$ cat src/rtl/rhpd_pkg.sv
// shared constants for the root hub port power descriptor registers
package rhpd_pkg;
    // ==========================================================
    // command codes
    localparam logic [7:0] CMD_RD_FIRST = 8'h12;
    localparam logic [7:0] CMD_WR_FIRST = 8'h92;
    localparam logic [7:0] CMD_RD_SECOND = 8'h13;
    localparam logic [7:0] CMD_WR_SECOND = 8'h93;

    // ==========================================================
    // port geometry
    localparam int MAX_PORTS = 2;
    localparam logic [1:0] PORT_COUNT_LIMIT = 2'h2;

    // ==========================================================
    // first descriptor register fields
    localparam int NO_SWITCH_BIT = 9;
    localparam int MODE_SEL_BIT = 8;
    localparam int PORT_COUNT_LSB = 0;
    localparam int PORT_COUNT_W = 2;

    // ==========================================================
    // second descriptor register fields
    localparam int MASK_LSB = 16;
    localparam int REMOVE_LSB = 0;
    localparam int PORT_FIELD_W = 3;

    // ==========================================================
    // implementation-specific reset values
    localparam logic RST_NO_SWITCH = 1'h0;
    localparam logic RST_MODE_SEL = 1'h0;
    localparam logic [2:1] RST_MASK = 2'h0;
    localparam logic [2:1] RST_REMOVE = 2'h0;
    localparam logic [2:1] RST_POWER = 2'h0;
    localparam logic [31:0] RST_RD_DATA = 32'h0;

    // ==========================================================
    // decoded command kinds
    typedef enum logic [2:0] {
        RHPD_CMD_NONE,
        RHPD_CMD_RD_FIRST,
        RHPD_CMD_WR_FIRST,
        RHPD_CMD_RD_SECOND,
        RHPD_CMD_WR_SECOND
    } rhpd_cmd_e;
endpackage

$ cat src/rtl/rhpd_power_if.sv
// configuration and command bundle between register bank and power switch
`timescale 1ns/10ps
interface rhpd_power_if;
    logic no_switch;
    logic mode_sel;
    logic [2:1] mask;
    logic [1:0] port_count;
    logic ganged_on;
    logic ganged_off;
    logic [2:1] port_on;
    logic [2:1] port_off;
    logic [2:1] power;

    // register bank side
    modport regs (
        output no_switch, mode_sel, mask, port_count,
        output ganged_on, ganged_off, port_on, port_off,
        input power
    );

    // power switch side
    modport sw (
        input no_switch, mode_sel, mask, port_count,
        input ganged_on, ganged_off, port_on, port_off,
        output power
    );
endinterface

$ cat src/rtl/rhpd_power_switch.sv
// per-port power state tracking for the root hub ports
`timescale 1ns/10ps
module rhpd_power_switch (
    // clock and reset
    input wire logic clk,
    input wire logic arst_n,
    // configuration, commands and power state
    rhpd_power_if.sw pw
);
    logic [2:1] next_power;
    logic [2:1] power;
    logic [2:1] present;

    // ==========================================================
    // per-port next power state
    for (genvar i = 1; i <= rhpd_pkg::MAX_PORTS; i++) begin : g_port
        always_comb begin
            present[i] = (2'(i) <= pw.port_count);
            next_power[i] = power[i];
            if (!present[i]) begin
                next_power[i] = 1'b0;
            end else if (pw.no_switch) begin
                next_power[i] = 1'b1;
            end else if (!pw.mode_sel) begin
                // ganged: mask ignored, per-port commands ignored
                if (pw.ganged_on) begin
                    next_power[i] = 1'b1;
                end else if (pw.ganged_off) begin
                    next_power[i] = 1'b0;
                end
            end else if (pw.mask[i]) begin
                if (pw.port_on[i]) begin
                    next_power[i] = 1'b1;
                end else if (pw.port_off[i]) begin
                    next_power[i] = 1'b0;
                end
            end else begin
                if (pw.ganged_on) begin
                    next_power[i] = 1'b1;
                end else if (pw.ganged_off) begin
                    next_power[i] = 1'b0;
                end
            end
        end

        // masked port ignores global commands
        a_masked_port_hold: assert property (@(posedge clk) disable iff (!arst_n)
            (present[i] && !pw.no_switch && pw.mode_sel && pw.mask[i] && !pw.port_on[i] && !pw.port_off[i])
            |=> $stable(power[i]))
            else $error("masked port changed on a global command");

        // unmasked port ignores per-port commands
        a_unmasked_port_hold: assert property (@(posedge clk) disable iff (!arst_n)
            (present[i] && !pw.no_switch && pw.mode_sel && !pw.mask[i] && !pw.ganged_on && !pw.ganged_off)
            |=> $stable(power[i]))
            else $error("unmasked port changed on a per-port command");
    end

    // power state register
    always_ff @(posedge clk or negedge arst_n) begin
        if (!arst_n) begin
            power <= rhpd_pkg::RST_POWER;
        end else begin
            power <= next_power;
        end
    end

    assign pw.power = power;

    // ==========================================================
    // checks
    a_always_powered: assert property (@(posedge clk) disable iff (!arst_n)
        pw.no_switch |=> (power == present))
        else $error("ports not powered with switching disabled");

    a_ganged_together: assert property (@(posedge clk) disable iff (!arst_n)
        (!pw.no_switch && !pw.mode_sel && pw.ganged_on) |=> (power == present))
        else $error("ganged power-on did not power all ports");
endmodule

$ cat src/rtl/rhpd_regs.sv
// root hub port power descriptor register bank with command decode
`timescale 1ns/10ps

// How it works
// - no-switching set keeps every implemented port powered from the clock edge after it is set
// - no-switching at bit 9; only when clear does mode select matter
// - mode bit 8 at zero switches all ports together as one group
// - mode bit is ignored whenever no-switching is set
// - per-port mode, masked port follows only per-port power commands
// - per-port mode, unmasked port follows only global power commands
// - port count reported at bits 1 to 0, never above two
// - second register read with code 13h, written with code 93h
// - power mask at bits 18 to 16, bit 16 reserved
// - power mask disregarded while mode bit is zero
// - non-removable flags at bits 2 to 0, bit 0 reserved
// - first register read with code 12h, written with code 92h
// - per-port mode global power-on only powers unmasked ports
module rhpd_regs #(
    parameter int PORT_COUNT = 2,
    parameter logic RESET_NO_SWITCH = rhpd_pkg::RST_NO_SWITCH,
    parameter logic RESET_MODE_SEL = rhpd_pkg::RST_MODE_SEL,
    parameter logic [2:1] RESET_MASK = rhpd_pkg::RST_MASK,
    parameter logic [2:1] RESET_REMOVE = rhpd_pkg::RST_REMOVE
) (
    // clock and reset
    input wire logic clk,
    input wire logic arst_n,
    // register command port
    input wire logic cmd_valid,
    input wire logic [7:0] cmd_code,
    input wire logic [31:0] cmd_wdata,
    output logic rd_valid,
    output logic [31:0] rd_data,
    output logic cmd_unknown,
    // power commands
    input wire logic ganged_power_on_cmd,
    input wire logic ganged_power_off_cmd,
    input wire logic [2:1] per_port_power_on_cmd,
    input wire logic [2:1] per_port_power_off_cmd,
    // configuration and state to the port logic
    output logic [2:1] port_power_state,
    output logic no_switching_flag,
    output logic switching_mode_select,
    output logic [1:0] downstream_port_count,
    output logic [2:0] per_port_power_mask,
    output logic [2:0] non_removable_flags
);
    // ==========================================================
    // declarations
    rhpd_pkg::rhpd_cmd_e cmd;
    logic no_switch;
    logic next_no_switch;
    logic mode_sel;
    logic next_mode_sel;
    logic [2:1] mask;
    logic [2:1] next_mask;
    logic [2:1] remove;
    logic [2:1] next_remove;
    logic next_rd_valid;
    logic [31:0] next_rd_data;
    logic next_cmd_unknown;
    logic [1:0] port_count;
    logic [31:0] first_value;
    logic [31:0] second_value;

    rhpd_power_if pw ();

    // ==========================================================
    // port count: fixed, clamped to the two ports the hub has
    assign port_count = (PORT_COUNT > rhpd_pkg::MAX_PORTS) ? rhpd_pkg::PORT_COUNT_LIMIT : 2'(PORT_COUNT);

    // ==========================================================
    // command decode
    always_comb begin
        cmd = rhpd_pkg::RHPD_CMD_NONE;
        if (cmd_valid) begin
            unique case (cmd_code)
                rhpd_pkg::CMD_RD_FIRST: begin
                    cmd = rhpd_pkg::RHPD_CMD_RD_FIRST;
                end
                rhpd_pkg::CMD_WR_FIRST: begin
                    cmd = rhpd_pkg::RHPD_CMD_WR_FIRST;
                end
                rhpd_pkg::CMD_RD_SECOND: begin
                    cmd = rhpd_pkg::RHPD_CMD_RD_SECOND;
                end
                rhpd_pkg::CMD_WR_SECOND: begin
                    cmd = rhpd_pkg::RHPD_CMD_WR_SECOND;
                end
                default: begin
                    cmd = rhpd_pkg::RHPD_CMD_NONE;
                end
            endcase
        end
    end

    // ==========================================================
    // read images; reserved and left-out bits read zero
    always_comb begin
        first_value = 32'h0;
        first_value[rhpd_pkg::NO_SWITCH_BIT] = no_switch;
        first_value[rhpd_pkg::MODE_SEL_BIT] = mode_sel;
        first_value[rhpd_pkg::PORT_COUNT_LSB +: rhpd_pkg::PORT_COUNT_W] = port_count;
        second_value = 32'h0;
        second_value[rhpd_pkg::MASK_LSB +: rhpd_pkg::PORT_FIELD_W] = {mask, 1'b0};
        second_value[rhpd_pkg::REMOVE_LSB +: rhpd_pkg::PORT_FIELD_W] = {remove, 1'b0};
    end

    // ==========================================================
    // register next values from writes
    always_comb begin
        next_no_switch = no_switch;
        next_mode_sel = mode_sel;
        next_mask = mask;
        next_remove = remove;
        unique case (cmd)
            rhpd_pkg::RHPD_CMD_WR_FIRST: begin
                // port count bits are read-only, reserved bits dropped
                next_no_switch = cmd_wdata[rhpd_pkg::NO_SWITCH_BIT];
                next_mode_sel = cmd_wdata[rhpd_pkg::MODE_SEL_BIT];
            end
            rhpd_pkg::RHPD_CMD_WR_SECOND: begin
                // bit 0 of each field is reserved and not stored
                next_mask = cmd_wdata[rhpd_pkg::MASK_LSB + 1 +: rhpd_pkg::MAX_PORTS];
                next_remove = cmd_wdata[rhpd_pkg::REMOVE_LSB + 1 +: rhpd_pkg::MAX_PORTS];
            end
            rhpd_pkg::RHPD_CMD_NONE, rhpd_pkg::RHPD_CMD_RD_FIRST, rhpd_pkg::RHPD_CMD_RD_SECOND: begin
                next_no_switch = no_switch;
            end
        endcase
    end

    // configuration registers
    always_ff @(posedge clk or negedge arst_n) begin
        if (!arst_n) begin
            no_switch <= RESET_NO_SWITCH;
            mode_sel <= RESET_MODE_SEL;
            mask <= RESET_MASK;
            remove <= RESET_REMOVE;
        end else begin
            no_switch <= next_no_switch;
            mode_sel <= next_mode_sel;
            mask <= next_mask;
            remove <= next_remove;
        end
    end

    // ==========================================================
    // read data and command answer
    always_comb begin
        next_rd_valid = 1'b0;
        next_rd_data = rd_data;
        next_cmd_unknown = cmd_valid && (cmd == rhpd_pkg::RHPD_CMD_NONE);
        unique case (cmd)
            rhpd_pkg::RHPD_CMD_RD_FIRST: begin
                next_rd_valid = 1'b1;
                next_rd_data = first_value;
            end
            rhpd_pkg::RHPD_CMD_RD_SECOND: begin
                next_rd_valid = 1'b1;
                next_rd_data = second_value;
            end
            rhpd_pkg::RHPD_CMD_NONE, rhpd_pkg::RHPD_CMD_WR_FIRST, rhpd_pkg::RHPD_CMD_WR_SECOND: begin
                next_rd_valid = 1'b0;
            end
        endcase
    end

    // answer registers
    always_ff @(posedge clk or negedge arst_n) begin
        if (!arst_n) begin
            rd_valid <= 1'b0;
            rd_data <= rhpd_pkg::RST_RD_DATA;
            cmd_unknown <= 1'b0;
        end else begin
            rd_valid <= next_rd_valid;
            rd_data <= next_rd_data;
            cmd_unknown <= next_cmd_unknown;
        end
    end

    // ==========================================================
    // hookup to the power switch
    assign pw.no_switch = no_switch;
    assign pw.mode_sel = mode_sel;
    assign pw.mask = mask;
    assign pw.port_count = port_count;
    assign pw.ganged_on = ganged_power_on_cmd;
    assign pw.ganged_off = ganged_power_off_cmd;
    assign pw.port_on = per_port_power_on_cmd;
    assign pw.port_off = per_port_power_off_cmd;

    rhpd_power_switch u_switch (
        .clk(clk),
        .arst_n(arst_n),
        .pw(pw.sw)
    );

    // configuration and state outputs, all from flip-flops except the port count and bit 0 of the mask and flags, which are fixed values
    assign port_power_state = pw.power;
    assign no_switching_flag = no_switch;
    assign switching_mode_select = mode_sel;
    assign downstream_port_count = port_count;
    assign per_port_power_mask = {mask, 1'b0};
    assign non_removable_flags = {remove, 1'b0};

    // ==========================================================
    // checks
    a_first_write_taken: assert property (@(posedge clk) disable iff (!arst_n)
        (cmd_valid && cmd_code == rhpd_pkg::CMD_WR_FIRST)
        |=> (no_switch == $past(cmd_wdata[rhpd_pkg::NO_SWITCH_BIT]))
            && (mode_sel == $past(cmd_wdata[rhpd_pkg::MODE_SEL_BIT])))
        else $error("first register write not stored");

    a_second_write_taken: assert property (@(posedge clk) disable iff (!arst_n)
        (cmd_valid && cmd_code == rhpd_pkg::CMD_WR_SECOND)
        |=> (mask == $past(cmd_wdata[18:17])) ##0 (remove == $past(cmd_wdata[2:1])))
        else $error("second register write not stored");

    a_first_read_data: assert property (@(posedge clk) disable iff (!arst_n)
        (cmd_valid && cmd_code == rhpd_pkg::CMD_RD_FIRST)
        |=> rd_valid && (rd_data[9] == no_switch) && (rd_data[8] == mode_sel)
            && (rd_data[31:10] == 22'h0) && (rd_data[7:2] == 6'h0))
        else $error("first register read wrong");

    a_second_read_data: assert property (@(posedge clk) disable iff (!arst_n)
        (cmd_valid && cmd_code == rhpd_pkg::CMD_RD_SECOND)
        |=> rd_valid && (rd_data[18:16] == {mask, 1'b0}) && (rd_data[2:0] == {remove, 1'b0})
            && (rd_data[31:19] == 13'h0) && (rd_data[15:3] == 13'h0))
        else $error("second register read wrong");

    a_count_limit: assert property (@(posedge clk) disable iff (!arst_n)
        (downstream_port_count <= 2'h2) && $stable(downstream_port_count))
        else $error("port count out of range or changing");

    a_reserved_zero: assert property (@(posedge clk) disable iff (!arst_n)
        !per_port_power_mask[0] && !non_removable_flags[0])
        else $error("reserved field bit not zero");

    a_idle_holds: assert property (@(posedge clk) disable iff (!arst_n)
        !(cmd_valid && (cmd_code == rhpd_pkg::CMD_WR_FIRST || cmd_code == rhpd_pkg::CMD_WR_SECOND))
        |=> $stable(mask) && $stable(remove) && $stable(no_switch) && $stable(mode_sel))
        else $error("register changed without a write");

    a_read_one_cycle: assert property (@(posedge clk) disable iff (!arst_n)
        rd_valid |-> $past(cmd_valid) && ($past(cmd_code) == rhpd_pkg::CMD_RD_FIRST
            || $past(cmd_code) == rhpd_pkg::CMD_RD_SECOND))
        else $error("read answer without a read command");

    a_global_on_masked: assert property (@(posedge clk) disable iff (!arst_n)
        (!no_switch && mode_sel && ganged_power_on_cmd && (mask == 2'h3)
            && (per_port_power_on_cmd == 2'h0) && (per_port_power_off_cmd == 2'h0))
        |=> $stable(port_power_state))
        else $error("global power-on reached masked ports");

    a_ganged_mask_ignored: assert property (@(posedge clk) disable iff (!arst_n)
        (!no_switch && !mode_sel && ganged_power_off_cmd && !ganged_power_on_cmd)
        |=> (port_power_state == 2'h0))
        else $error("ganged power-off did not clear every port");

    // ==========================================================
    // command answers and port power checks
    a_unknown_flagged: assert property (@(posedge clk) disable iff (!arst_n)
        (cmd_valid && (cmd_code != rhpd_pkg::CMD_RD_FIRST) && (cmd_code != rhpd_pkg::CMD_WR_FIRST)
            && (cmd_code != rhpd_pkg::CMD_RD_SECOND) && (cmd_code != rhpd_pkg::CMD_WR_SECOND))
        |=> cmd_unknown && !rd_valid)
        else $error("unmapped command not flagged");

    a_write_no_answer: assert property (@(posedge clk) disable iff (!arst_n)
        (cmd_valid && (cmd_code == rhpd_pkg::CMD_WR_FIRST || cmd_code == rhpd_pkg::CMD_WR_SECOND))
        |=> !rd_valid && !cmd_unknown)
        else $error("write command answered");

    a_read_count: assert property (@(posedge clk) disable iff (!arst_n)
        (cmd_valid && cmd_code == rhpd_pkg::CMD_RD_FIRST)
        |=> (rd_data[1:0] == downstream_port_count))
        else $error("port count missing from first register read");

    a_read_data_holds: assert property (@(posedge clk) disable iff (!arst_n)
        !(cmd_valid && (cmd_code == rhpd_pkg::CMD_RD_FIRST || cmd_code == rhpd_pkg::CMD_RD_SECOND))
        |=> $stable(rd_data))
        else $error("read data changed without a read");

    a_masked_port_on: assert property (@(posedge clk) disable iff (!arst_n)
        (!no_switch && mode_sel && mask[1] && per_port_power_on_cmd[1] && (downstream_port_count != 2'h0))
        |=> port_power_state[1])
        else $error("per-port power-on ignored on masked port");

    a_masked_port_off: assert property (@(posedge clk) disable iff (!arst_n)
        (!no_switch && mode_sel && mask[2] && per_port_power_off_cmd[2] && !per_port_power_on_cmd[2])
        |=> !port_power_state[2])
        else $error("per-port power-off ignored on masked port");

    a_unmasked_port_on: assert property (@(posedge clk) disable iff (!arst_n)
        (!no_switch && mode_sel && !mask[1] && ganged_power_on_cmd && (downstream_port_count != 2'h0))
        |=> port_power_state[1])
        else $error("global power-on ignored on unmasked port");

    a_ganged_idle_hold: assert property (@(posedge clk) disable iff (!arst_n)
        (!no_switch && !mode_sel && !ganged_power_on_cmd && !ganged_power_off_cmd)
        |=> $stable(port_power_state))
        else $error("ganged port power moved on a per-port command");

    a_no_switch_steady: assert property (@(posedge clk) disable iff (!arst_n)
        (no_switch && $past(no_switch))
        |=> $stable(port_power_state))
        else $error("port power moved with switching disabled");
endmodule

$ cat config.mk
export PLATFORM = sky130hd
export DESIGN_NAME = rhpd_regs
export DESIGN_NICKNAME = d
export VERILOG_FILES = /design/src/rtl/rhpd_pkg.sv /design/src/rtl/rhpd_power_if.sv /design/src/rtl/rhpd_power_switch.sv /design/src/rtl/rhpd_regs.sv
export SDC_FILE = /design/constraint.sdc
export NUM_CORES = 1
export LEC_CHECK = 0
export BUFFER_PORTS_ARGS = -buffer_cell sky130_fd_sc_hd__clkbuf_2
export CORE_MARGIN = 1
export CORE_UTILIZATION = 36
export DETAILED_ROUTE_END_ITERATION = 10
export GPL_TIMING_DRIVEN = 0
export PLACE_DENSITY = 0.78
export REMOVE_ABC_BUFFERS = 1
export SYNTH_ARGS = -nofsm -noshare
export SYNTH_HDL_FRONTEND = slang
export SYNTH_HIERARCHICAL = 1
export SYNTH_SLANG_ARGS = --single-unit
$ cat constraint.sdc
create_clock -name clk -period 1.2 [get_ports clk]
set_input_delay 0.06 -clock clk [delete_from_list [all_inputs] [get_ports clk]]
set_output_delay 0.06 -clock clk [all_outputs]
set_load 0.02 [all_outputs]
After elaboration in Yosys (flattened, before gate mapping):

Index checks and enable logic that the tools add are counted.

* output and inout port bits: 46
* register bits: 42
* word-level logic and storage cells: 42
* bits of input ports: 49

* equality and inequality tests: 10
* muxes and demuxes: 18
* reduce and logical (&&, ||, !) cells: 5

Operator list (number)
* one-hot mux 32 bit (2 select lines): 1
* equality test 8 x 5 -> 1 bit, second input constant: 2
* equality test 8 bit, second input constant: 2
* 2-to-1 mux 1 bit: 14
* one-hot mux 3 bit (4 select lines): 1
* != test 5 bit, second input constant: 2
* equality test 3 x 2 -> 1 bit, second input constant: 2
* equality test 3 x 1 -> 1 bit, second input constant: 1
* equality test 3 bit, second input constant: 1
* zero test 3 bit: 1
* 2-to-1 mux 3 bit: 1
* OR reduction 3 bit: 1
* one-hot mux 1 bit (2 select lines): 1
* nonzero test 2 bit: 1
* OR reduction 2 bit: 1
* logical AND 1 bit: 1

Longest topological paths before layout:

Gate-level depths: netlist of the first run.

* depth in word-level cells: 6
* gate-level depth with buffers: 4
* mapped depth without buffers: 3

Hierarchy:

Netlist of the first run, hierarchy kept.

By module, submodules not included
* rhpd_regs: area an instance 850.8 um2, cells each 74, instances 1, sequential area each 350.3 um2
* rhpd_power_switch: area an instance 131.4 um2, cells each 14, instances 1, sequential area each 50.0 um2

Least setup slack after synthesis of the first run:

No wires, ideal clock.

* path type: input-to-reg
* start: in cmd_code[6]
* end: reg rd_data[1]
* path buffers: 1
* setup slack: 0.103 ns
* data arrival time: 0.972 ns
* data required time: 1.075 ns
* setup time: 0.125 ns
* stages: 4
* cells stage by stage: and4bb_4 > and3b_1 > buf_6 > mux2_4

* cells in the longest elaborated chain, start to end: 5
* elaborated cells on any way between the ends: 10
* classes of those cells: eq/ne (6); mux (3); reduce/logical (1)

Ends and longest elaborated chain
* start, declared: line rhpd_regs.sv:30 `input wire logic [7:0] cmd_code,`
* equality test 8 bit / equality test 8 x 5 -> 1 bit (equally long branches): line rhpd_regs.sv:77 `unique case (cmd_code)`
* one-hot mux 3 bit (4 select lines) *: line rhpd_regs.sv:77
* 2-to-1 mux 3 bit *: line rhpd_regs.sv:76 `if (cmd_valid) begin`
* equality test 3 x 2 -> 1 bit / equality test 3 x 1 -> 1 bit (equally long branches): line rhpd_regs.sv:154 `unique case (cmd)`
* one-hot mux 32 bit (2 select lines) / nonzero test 2 bit (equally long branches)
* end signal, assigned: line rhpd_regs.sv:173 `rd_data <= rhpd_pkg::RST_RD_DATA;`
* end signal, assigned: line rhpd_regs.sv:177 `rd_data <= next_rd_data;`
* end, declared: line rhpd_regs.sv:33 `output logic [31:0] rd_data,`

Every way passes the cells marked *; elsewhere a longest branch is shown, timed or not. The select of a mux whose other input is x is not followed.
A chain may end at the register's enable or synchronous reset.

Final worst setup path of the first run:

* start: reg mode_sel, in the netlist switching_mode_select
* end: reg u_switch.power (netlist bit u_switch/pw.power[2])

* cells in the longest elaborated chain, start to end: 2
* elaborated cells on any way between the ends: 3
* classes of those cells: eq/ne (1); mux (2)

Ends and longest elaborated chain
* start, declared: line rhpd_regs.sv:53 `logic mode_sel;`
* start signal, assigned: line rhpd_regs.sv:142 `mode_sel <= next_mode_sel;`
* 2-to-1 mux 1 bit: line rhpd_power_switch.sv:24 `end else if (!pw.mode_sel) begin`
* 2-to-1 mux 1 bit: line rhpd_power_switch.sv:22 `end else if (pw.no_switch) begin`
* end signal, assigned: line rhpd_power_switch.sv:62 `power <= rhpd_pkg::RST_POWER;`
* end signal, assigned: line rhpd_power_switch.sv:64 `power <= next_power;`
* end, declared: line rhpd_power_switch.sv:11 `logic [2:1] power;`

Several ways; a longest one is shown, not always the timed one.

==> results of run 1 <==
metal layers:
layer / vias up / part of all wire, % / global-route usage [%]
li1: 315 / - / -
met1: 323 / 38 / 15.15
met2: 42 / 54 / 20.93
met3: 0 / 7.9 / 2.778
met4: 0 / 0 / 5.556
met5: - / 0 / 0
state kept, by name, summed over array words and instances, names as in the netlist:
name                   cells
no_switching_flag          1
switching_mode_select      1
mask                       2
rd_data                    6
rd_valid                   1
cmd_unknown                1
u_switch/pw.power          2
remove                     2
Yosys cell counts:
| cell | n | area share, % |
|---|---|---|
| dfrtp_1 | 16 | 41 |
| nand2b_1 | 1 | 0.64 |
| nand4_2 | 1 | 1.3 |
| a211oi_1 | 1 | 0.76 |
| and4bb_4 | 1 | 1.7 |
| o21ai_0 | 3 | 1.5 |
| nor3b_4 | 1 | 1.9 |
| buf_4 | 30 | 23 |
| inv_1 | 5 | 1.9 |
| mux2_4 | 3 | 4.6 |
| conb_1 | 2 | 0.76 |
| and4bb_1 | 1 | 1.3 |
| a21boi_0 | 1 | 0.76 |
| nor4bb_1 | 1 | 1.0 |
| nand4b_1 | 1 | 0.89 |
| and3b_1 | 1 | 0.89 |
| o311a_1 | 1 | 1.0 |
| mux2_2 | 6 | 6.9 |
| nand2_1 | 4 | 1.5 |
| mux2i_1 | 3 | 3.1 |
| nor2b_1 | 2 | 1.3 |
| o21ai_1 | 1 | 0.51 |
| o211a_1 | 1 | 1.0 |
| buf_6 | 1 | 1.1 |
through the flow:
stage / cells / TNS, ns / cell area (sq um)
2_1_floorplan: 88 / 0 / 862.1
3_5_place_dp: 156 / -0.6821 / 1090
4_1_cts: 160 / 0 / 1122
3_3_place_gp: 156 / -0.4648 / 1090
5_1_grt: 160 / 0 / 1122
6_report: 160 / 0 / 1122
final cells by class:
cell class	count	share of cell area, %
Sequential cell	16	35.67
Clock buffer	3	2.007
Inverter	5	1.672
Timing Repair Buffer	39	17.84
Tap cell	30	3.344
Multi-Input combinational cell	67	39.46
worst paths after layout:
kind / from / to / slack (ns) / cells past startpoint
setup / recovery: switching_mode_select / u_switch/pw.power[2] / 0.05 / 3
hold / removal: cmd_wdata[9] / no_switching_flag / 0.01 / 2
setup reg to reg: switching_mode_select / u_switch/pw.power[2] / 0.05 / 3
hold reg to reg: rd_data[8] / rd_data[8] / 0.52 / 1
max in group asynchronous: arst_n / remove[2] / 0.68 / 2
min in group asynchronous: arst_n / rd_data[8] / 0.24 / 2
kinds of logic (layout without fill, tap and decap cells):
family | after synthesis | count (layout) | synth area share (%)
buf+inv | 36 | 47 | 25.99
flops | 16 | 16 | 40.76
simple gates | 14 | 14 | 12.36
mux | 12 | 12 | 14.52
compound gates | 8 | 8 | 5.605
other cells | 2 | 33 | 0.7646
power by group through the flow:
stage	registers (mW)	logic, mW	clock network (mW)
floorplan	0.644	0.131	0
global placement	0.605	0.261	0
detailed placement	0.606	0.267	0
CTS	0.595	0.270	0.281
global route	0.600	0.299	0.310
finish	0.595	0.269	0.264
==> flow_metrics.py, run 1 <==
metrics = {
    "worst_setup_path": {
        "start_kind": "flop",
        "cp_cell_sequence": "nor4bb_1 -> o21ai_1 -> o311a_1",
        "cp_num_buf_inv": 0,
        "cp_max_fo": 7,
        "crit_slowest_cell": "dfrtp_1",
        "critPathArrivalTime_ns": 1.31,
        "worstSetupPathType": "flop to flop",
        "required_ns": 1.37,
        "cp-end-kind": "flop",
        "cpPeakStageDelay_ns": 0.45,
        "cp_top_family": "flip-flops",
    },
    "grt": {
        "grt_pass1_vias": 609,
        "antenna_found_initial": 0,
        "overflow": 0,
        "grt_pass1_wl_microns": 2594,
        "grt_usage_pct": 12.48,
        "grt_max_degree": 17,
    },
    "detailed_routing": {
        "drcViolationCount": 0,
        "drt_iter0_drc": 0,
        "wirelength_microns": 1665,
        "route.antenna.remaining_nets": 0,
        "firstDrtPassIters": 1,
        "vias": 680,
        "post_drt_via_cell_ratio": 4.250,
        "wire_per_inst_microns": 10.41,
    },
    "clocking": {
        "post_cts_buffers": 0,
        "clk_pin_slew_ns": 0.09,
        "insertion_delay_ns": 0.27,
        "hold_buffers": 1,
        "cts_resized": 0,
        "cts_tree": "built",
        "clock_tree.root_cell": "clkbuf_4",
        "cts_buffer_depth": 2,
        "h-tree-depth": 1,
        "clock-sinks": 16,
        "cts_made_buffers": 3,
    },
    "placement": {
        "port_buffers": 38,
        "routabilityCongestion": 0.6353,
        "place_ws_ns": -0.1821,
        "dp_hpwl_microns": 1357,
    },
    "floorplanning": {
        "core_sq_um": 2522,
        "die_width_microns": 54.24,
        "rows": 18,
        "start_util_pct": 38.94,
        "die-area_sq_um": 2941,
        "die_y_microns": 54.24,
        "io_pins": 95,
    },
    "timing": {
        "timing.hold.ws_ns": 0.01160,
        "period_needed_ns": 1.149,
        "fmax_ghz": 0.8707,
        "finalSetupViolations": 0,
        "clock_skew_ns": 0.004378,
        "drv_slew": 0,
        "fin_crit_sh_pct": 95.71,
        "rsz0062_at_grt": "false",
        "layout_setup_ws_ns": 0.05144,
        "hold_viol_final": 0,
    },
    "logic_synthesis": {
        "avgSynthCellArea_sq_um": 11.16,
        "synth_cell_types": 24,
        "syn_inst": 88,
        "synth-seq-cells": 16,
        "ys_seq_area_share_pct": 40.76,
        "yosysWarnings": 6,
        "synthesis.area_sq_um": 982.2,
    },
    "layout": {
        "final_nets": 181,
        "layout_common_cells": "38 x clkbuf_2, 33 x conb_1, 16 x dfrtp_1, 6 x mux2_2, 5 x inv_1",
        "drive_above_1_share_pct": 40.77,
        "area_growth_pct": 14.27,
        "final_core_util_pct": 44.49,
        "seq_area_sq_um": 400.4,
        "multi_input_area_sq_um": 442.9,
        "mostFrequentLayoutCell": "clkbuf_2",
        "fill_cells": 250,
        "diodes": 0,
    },
    "pwr": {
        "power.density_nw_per_um2": 1005,
        "leakagePower_nw": 0.6511,
        "p_sw_mw": 0.3566,
        "p_sw_share_pct": 31.61,
        "totalPowerFinal_mw": 1.128,
        "clock_power_share_pct": 23.4,
        "ir_drop_v": 0.0004464,
        "p_int_mw": 0.7717,
        "comb_power_share_pct": 23.9,
        "seqPwrFrac_pct": 52.7,
    },
    "run": {
        "cap_violations": 0,
    },
    "min_path": {
        "hp-class": "input pin to flop",
    },
    "outcome": {
        "outcome": "finished clean",
    },
}
(Power assumes the default switching activity.)
==> inputs of run 2 (changes only) <==
--- a/config.mk
+++ b/config.mk
@@ -8,10 +8,11 @@
 export BUFFER_PORTS_ARGS = -buffer_cell sky130_fd_sc_hd__clkbuf_2
 export CORE_MARGIN = 1
 export CORE_UTILIZATION = 36
+export CTS_CLUSTER_DIAMETER = 120
 export DETAILED_ROUTE_END_ITERATION = 10
+export GPL_ROUTABILITY_DRIVEN = 1
 export GPL_TIMING_DRIVEN = 0
 export PLACE_DENSITY = 0.78
-export REMOVE_ABC_BUFFERS = 1
 export SYNTH_ARGS = -nofsm -noshare
 export SYNTH_HDL_FRONTEND = slang
 export SYNTH_HIERARCHICAL = 1
==> run 2 against run 1 <==
Against the previous run: global-route usage is 0.25 points lower; critical path depth stayed put; clock power is 3% higher; wire length is 2.7% higher; total power is 8.3% higher; critical path type unchanged; critical endpoint unchanged.
==> flow_metrics.py, run 2 (synthesis results as in run 1) <==
metrics = {
    "outcome": {
        "outcome": "finished clean",
    },
    "detailed_routing": {
        "drcViolationCount": 0,
        "vias": 756,
        "wire_per_inst_microns": 8.814,
        "post_drt_via_cell_ratio": 3.897,
        "route.antenna.remaining_nets": 0,
        "wirelength_microns": 1710,
        "firstDrtPassIters": 2,
        "drt_iter0_drc": 4,
    },
    "layout": {
        "layout_common_cells": "38 x clkbuf_2, 33 x conb_1, 30 x buf_4, 16 x dfrtp_1, 6 x mux2_2",
        "largest_register": "rd_data",
        "area_growth_pct": 41.40,
        "largest_reg_flops": 6,
        "drive_above_1_share_pct": 51.22,
        "mostFrequentLayoutCell": "clkbuf_2",
        "diodes": 0,
        "final_cells": 194,
        "final_nets": 215,
    },
    "clocking": {
        "insertion_delay_ns": 0.28,
        "clk_pin_slew_ns": 0.09,
        "clock-sinks": 16,
        "cts_resized": 0,
        "cts_made_buffers": 3,
        "post_cts_buffers": 0,
        "cts_buffer_depth": 2,
        "h-tree-depth": 1,
        "cts_tree": "built",
        "clock_tree.root_cell": "clkbuf_4",
    },
    "timing": {
        "clock_skew_ns": 0.003741,
        "timing.hold.ws_ns": 0.008918,
        "finalSetupViolations": 0,
        "rsz0062_at_grt": "false",
        "fmax_ghz": 0.9037,
        "fin_crit_sh_pct": 92.21,
        "hold_viol_final": 0,
        "drv_slew": 0,
        "period_needed_ns": 1.107,
    },
    "placement": {
        "dp_hpwl_microns": 1404,
        "port_buffers": 38,
        "routabilityCongestion": 0.6748,
        "dpl.cell_count": 187,
    },
    "floorplanning": {
        "io_pins": 95,
        "die-area_sq_um": 2941,
        "die_width_microns": 54.24,
        "die_y_microns": 54.24,
        "start_util_pct": 38.94,
        "rows": 18,
        "core_sq_um": 2522,
    },
    "worst_setup_path": {
        "critPathArrivalTime_ns": 1.28,
        "cp-end-kind": "flop",
        "r2r_cells": 3,
        "worstSetupPathType": "flop to flop",
        "r2r_setup_slack_ns": 0.09,
        "cp_max_fo": 7,
        "required_ns": 1.37,
        "start_kind": "flop",
    },
    "grt": {
        "grt_usage_pct": 12.22,
        "grt_pass1_vias": 584,
        "antenna_found_initial": 0,
        "grt_pass1_wl_microns": 2497,
        "grt_max_degree": 17,
        "overflow": 0,
    },
    "pwr": {
        "leakagePower_nw": 0.8322,
        "ir_drop_v": 0.0005979,
        "power.density_nw_per_um2": 879.6,
    },
    "run": {
        "cap_violations": 0,
    },
    "min_path": {
        "hp-class": "input pin to flop",
        "min_path_cells": 2,
    },
}
[run 2: worst max-delay path: stages, from the launching register on]
cell,delay [ns]
dfrtp_1,0.45
nor4bb_1,0.31
o21ai_1,0.10
o311a_1,0.13
[run 2: area by class of cell]
cell class / count / area (sq um)
tap: 30 / 37.54
clock buffer: 3 / 22.52
timing repair buffer: 42 / 230.2
fill: 232 / 1134
buffer: 31 / 236.5
inverter: 5 / 18.77
multi-input combinational: 67 / 442.9
sequential: 16 / 400.4
[run 2: what timing repair did]
item	CTS	global route
setup endpoints to repair	0	0
hold endpoints to repair	16	3
hold buffers	1	3
[run 2: path summary, 6_finish.rpt]
kind                                             from                   end
worst max-delay path            switching_mode_select  u_switch/pw.power[2]
worst min-delay path                     cmd_wdata[1]             remove[1]
worst max register to register  switching_mode_select  u_switch/pw.power[2]
worst min register to register            rd_data[17]           rd_data[17]
max in group asynchronous                      arst_n           rd_data[17]
min in group asynchronous                      arst_n           rd_data[18]
[run 2: through the flow]
| stage | utilization [%] | setup slack, ns | total power, mW | TNS [ns] | instance area (sq um) |
|---|---|---|---|---|---|
| final | 55.06 | 0.09344 | 1.222 | 0 | 1389 |
| after global routing | 55.06 | 0.04875 | 1.307 | 0 | 1389 |
| after CTS | 53.87 | 0.1128 | 1.222 | 0 | 1359 |
| after detailed placement | 52.58 | -0.03988 | 0.9501 | -0.1080 | 1326 |
| after global placement | 52.58 | -0.008097 | 0.9422 | -0.02375 | 1326 |
| after floorplan | - | 0.1034 | 0.8513 | 0 | 1099 |
[run 2: report_power, final]
part           switching (mW)  internal [mW]
Sequential             0.0241          0.572
Combinational           0.198          0.156
Clock                   0.156          0.116
[run 2: layer usage]
layer / global-route usage [%] / part of all wire, %
met5: 0 / 0
met4: 7.692 / 0.53
met3: 2.500 / 11
met2: 19.72 / 50
met1: 14.73 / 38
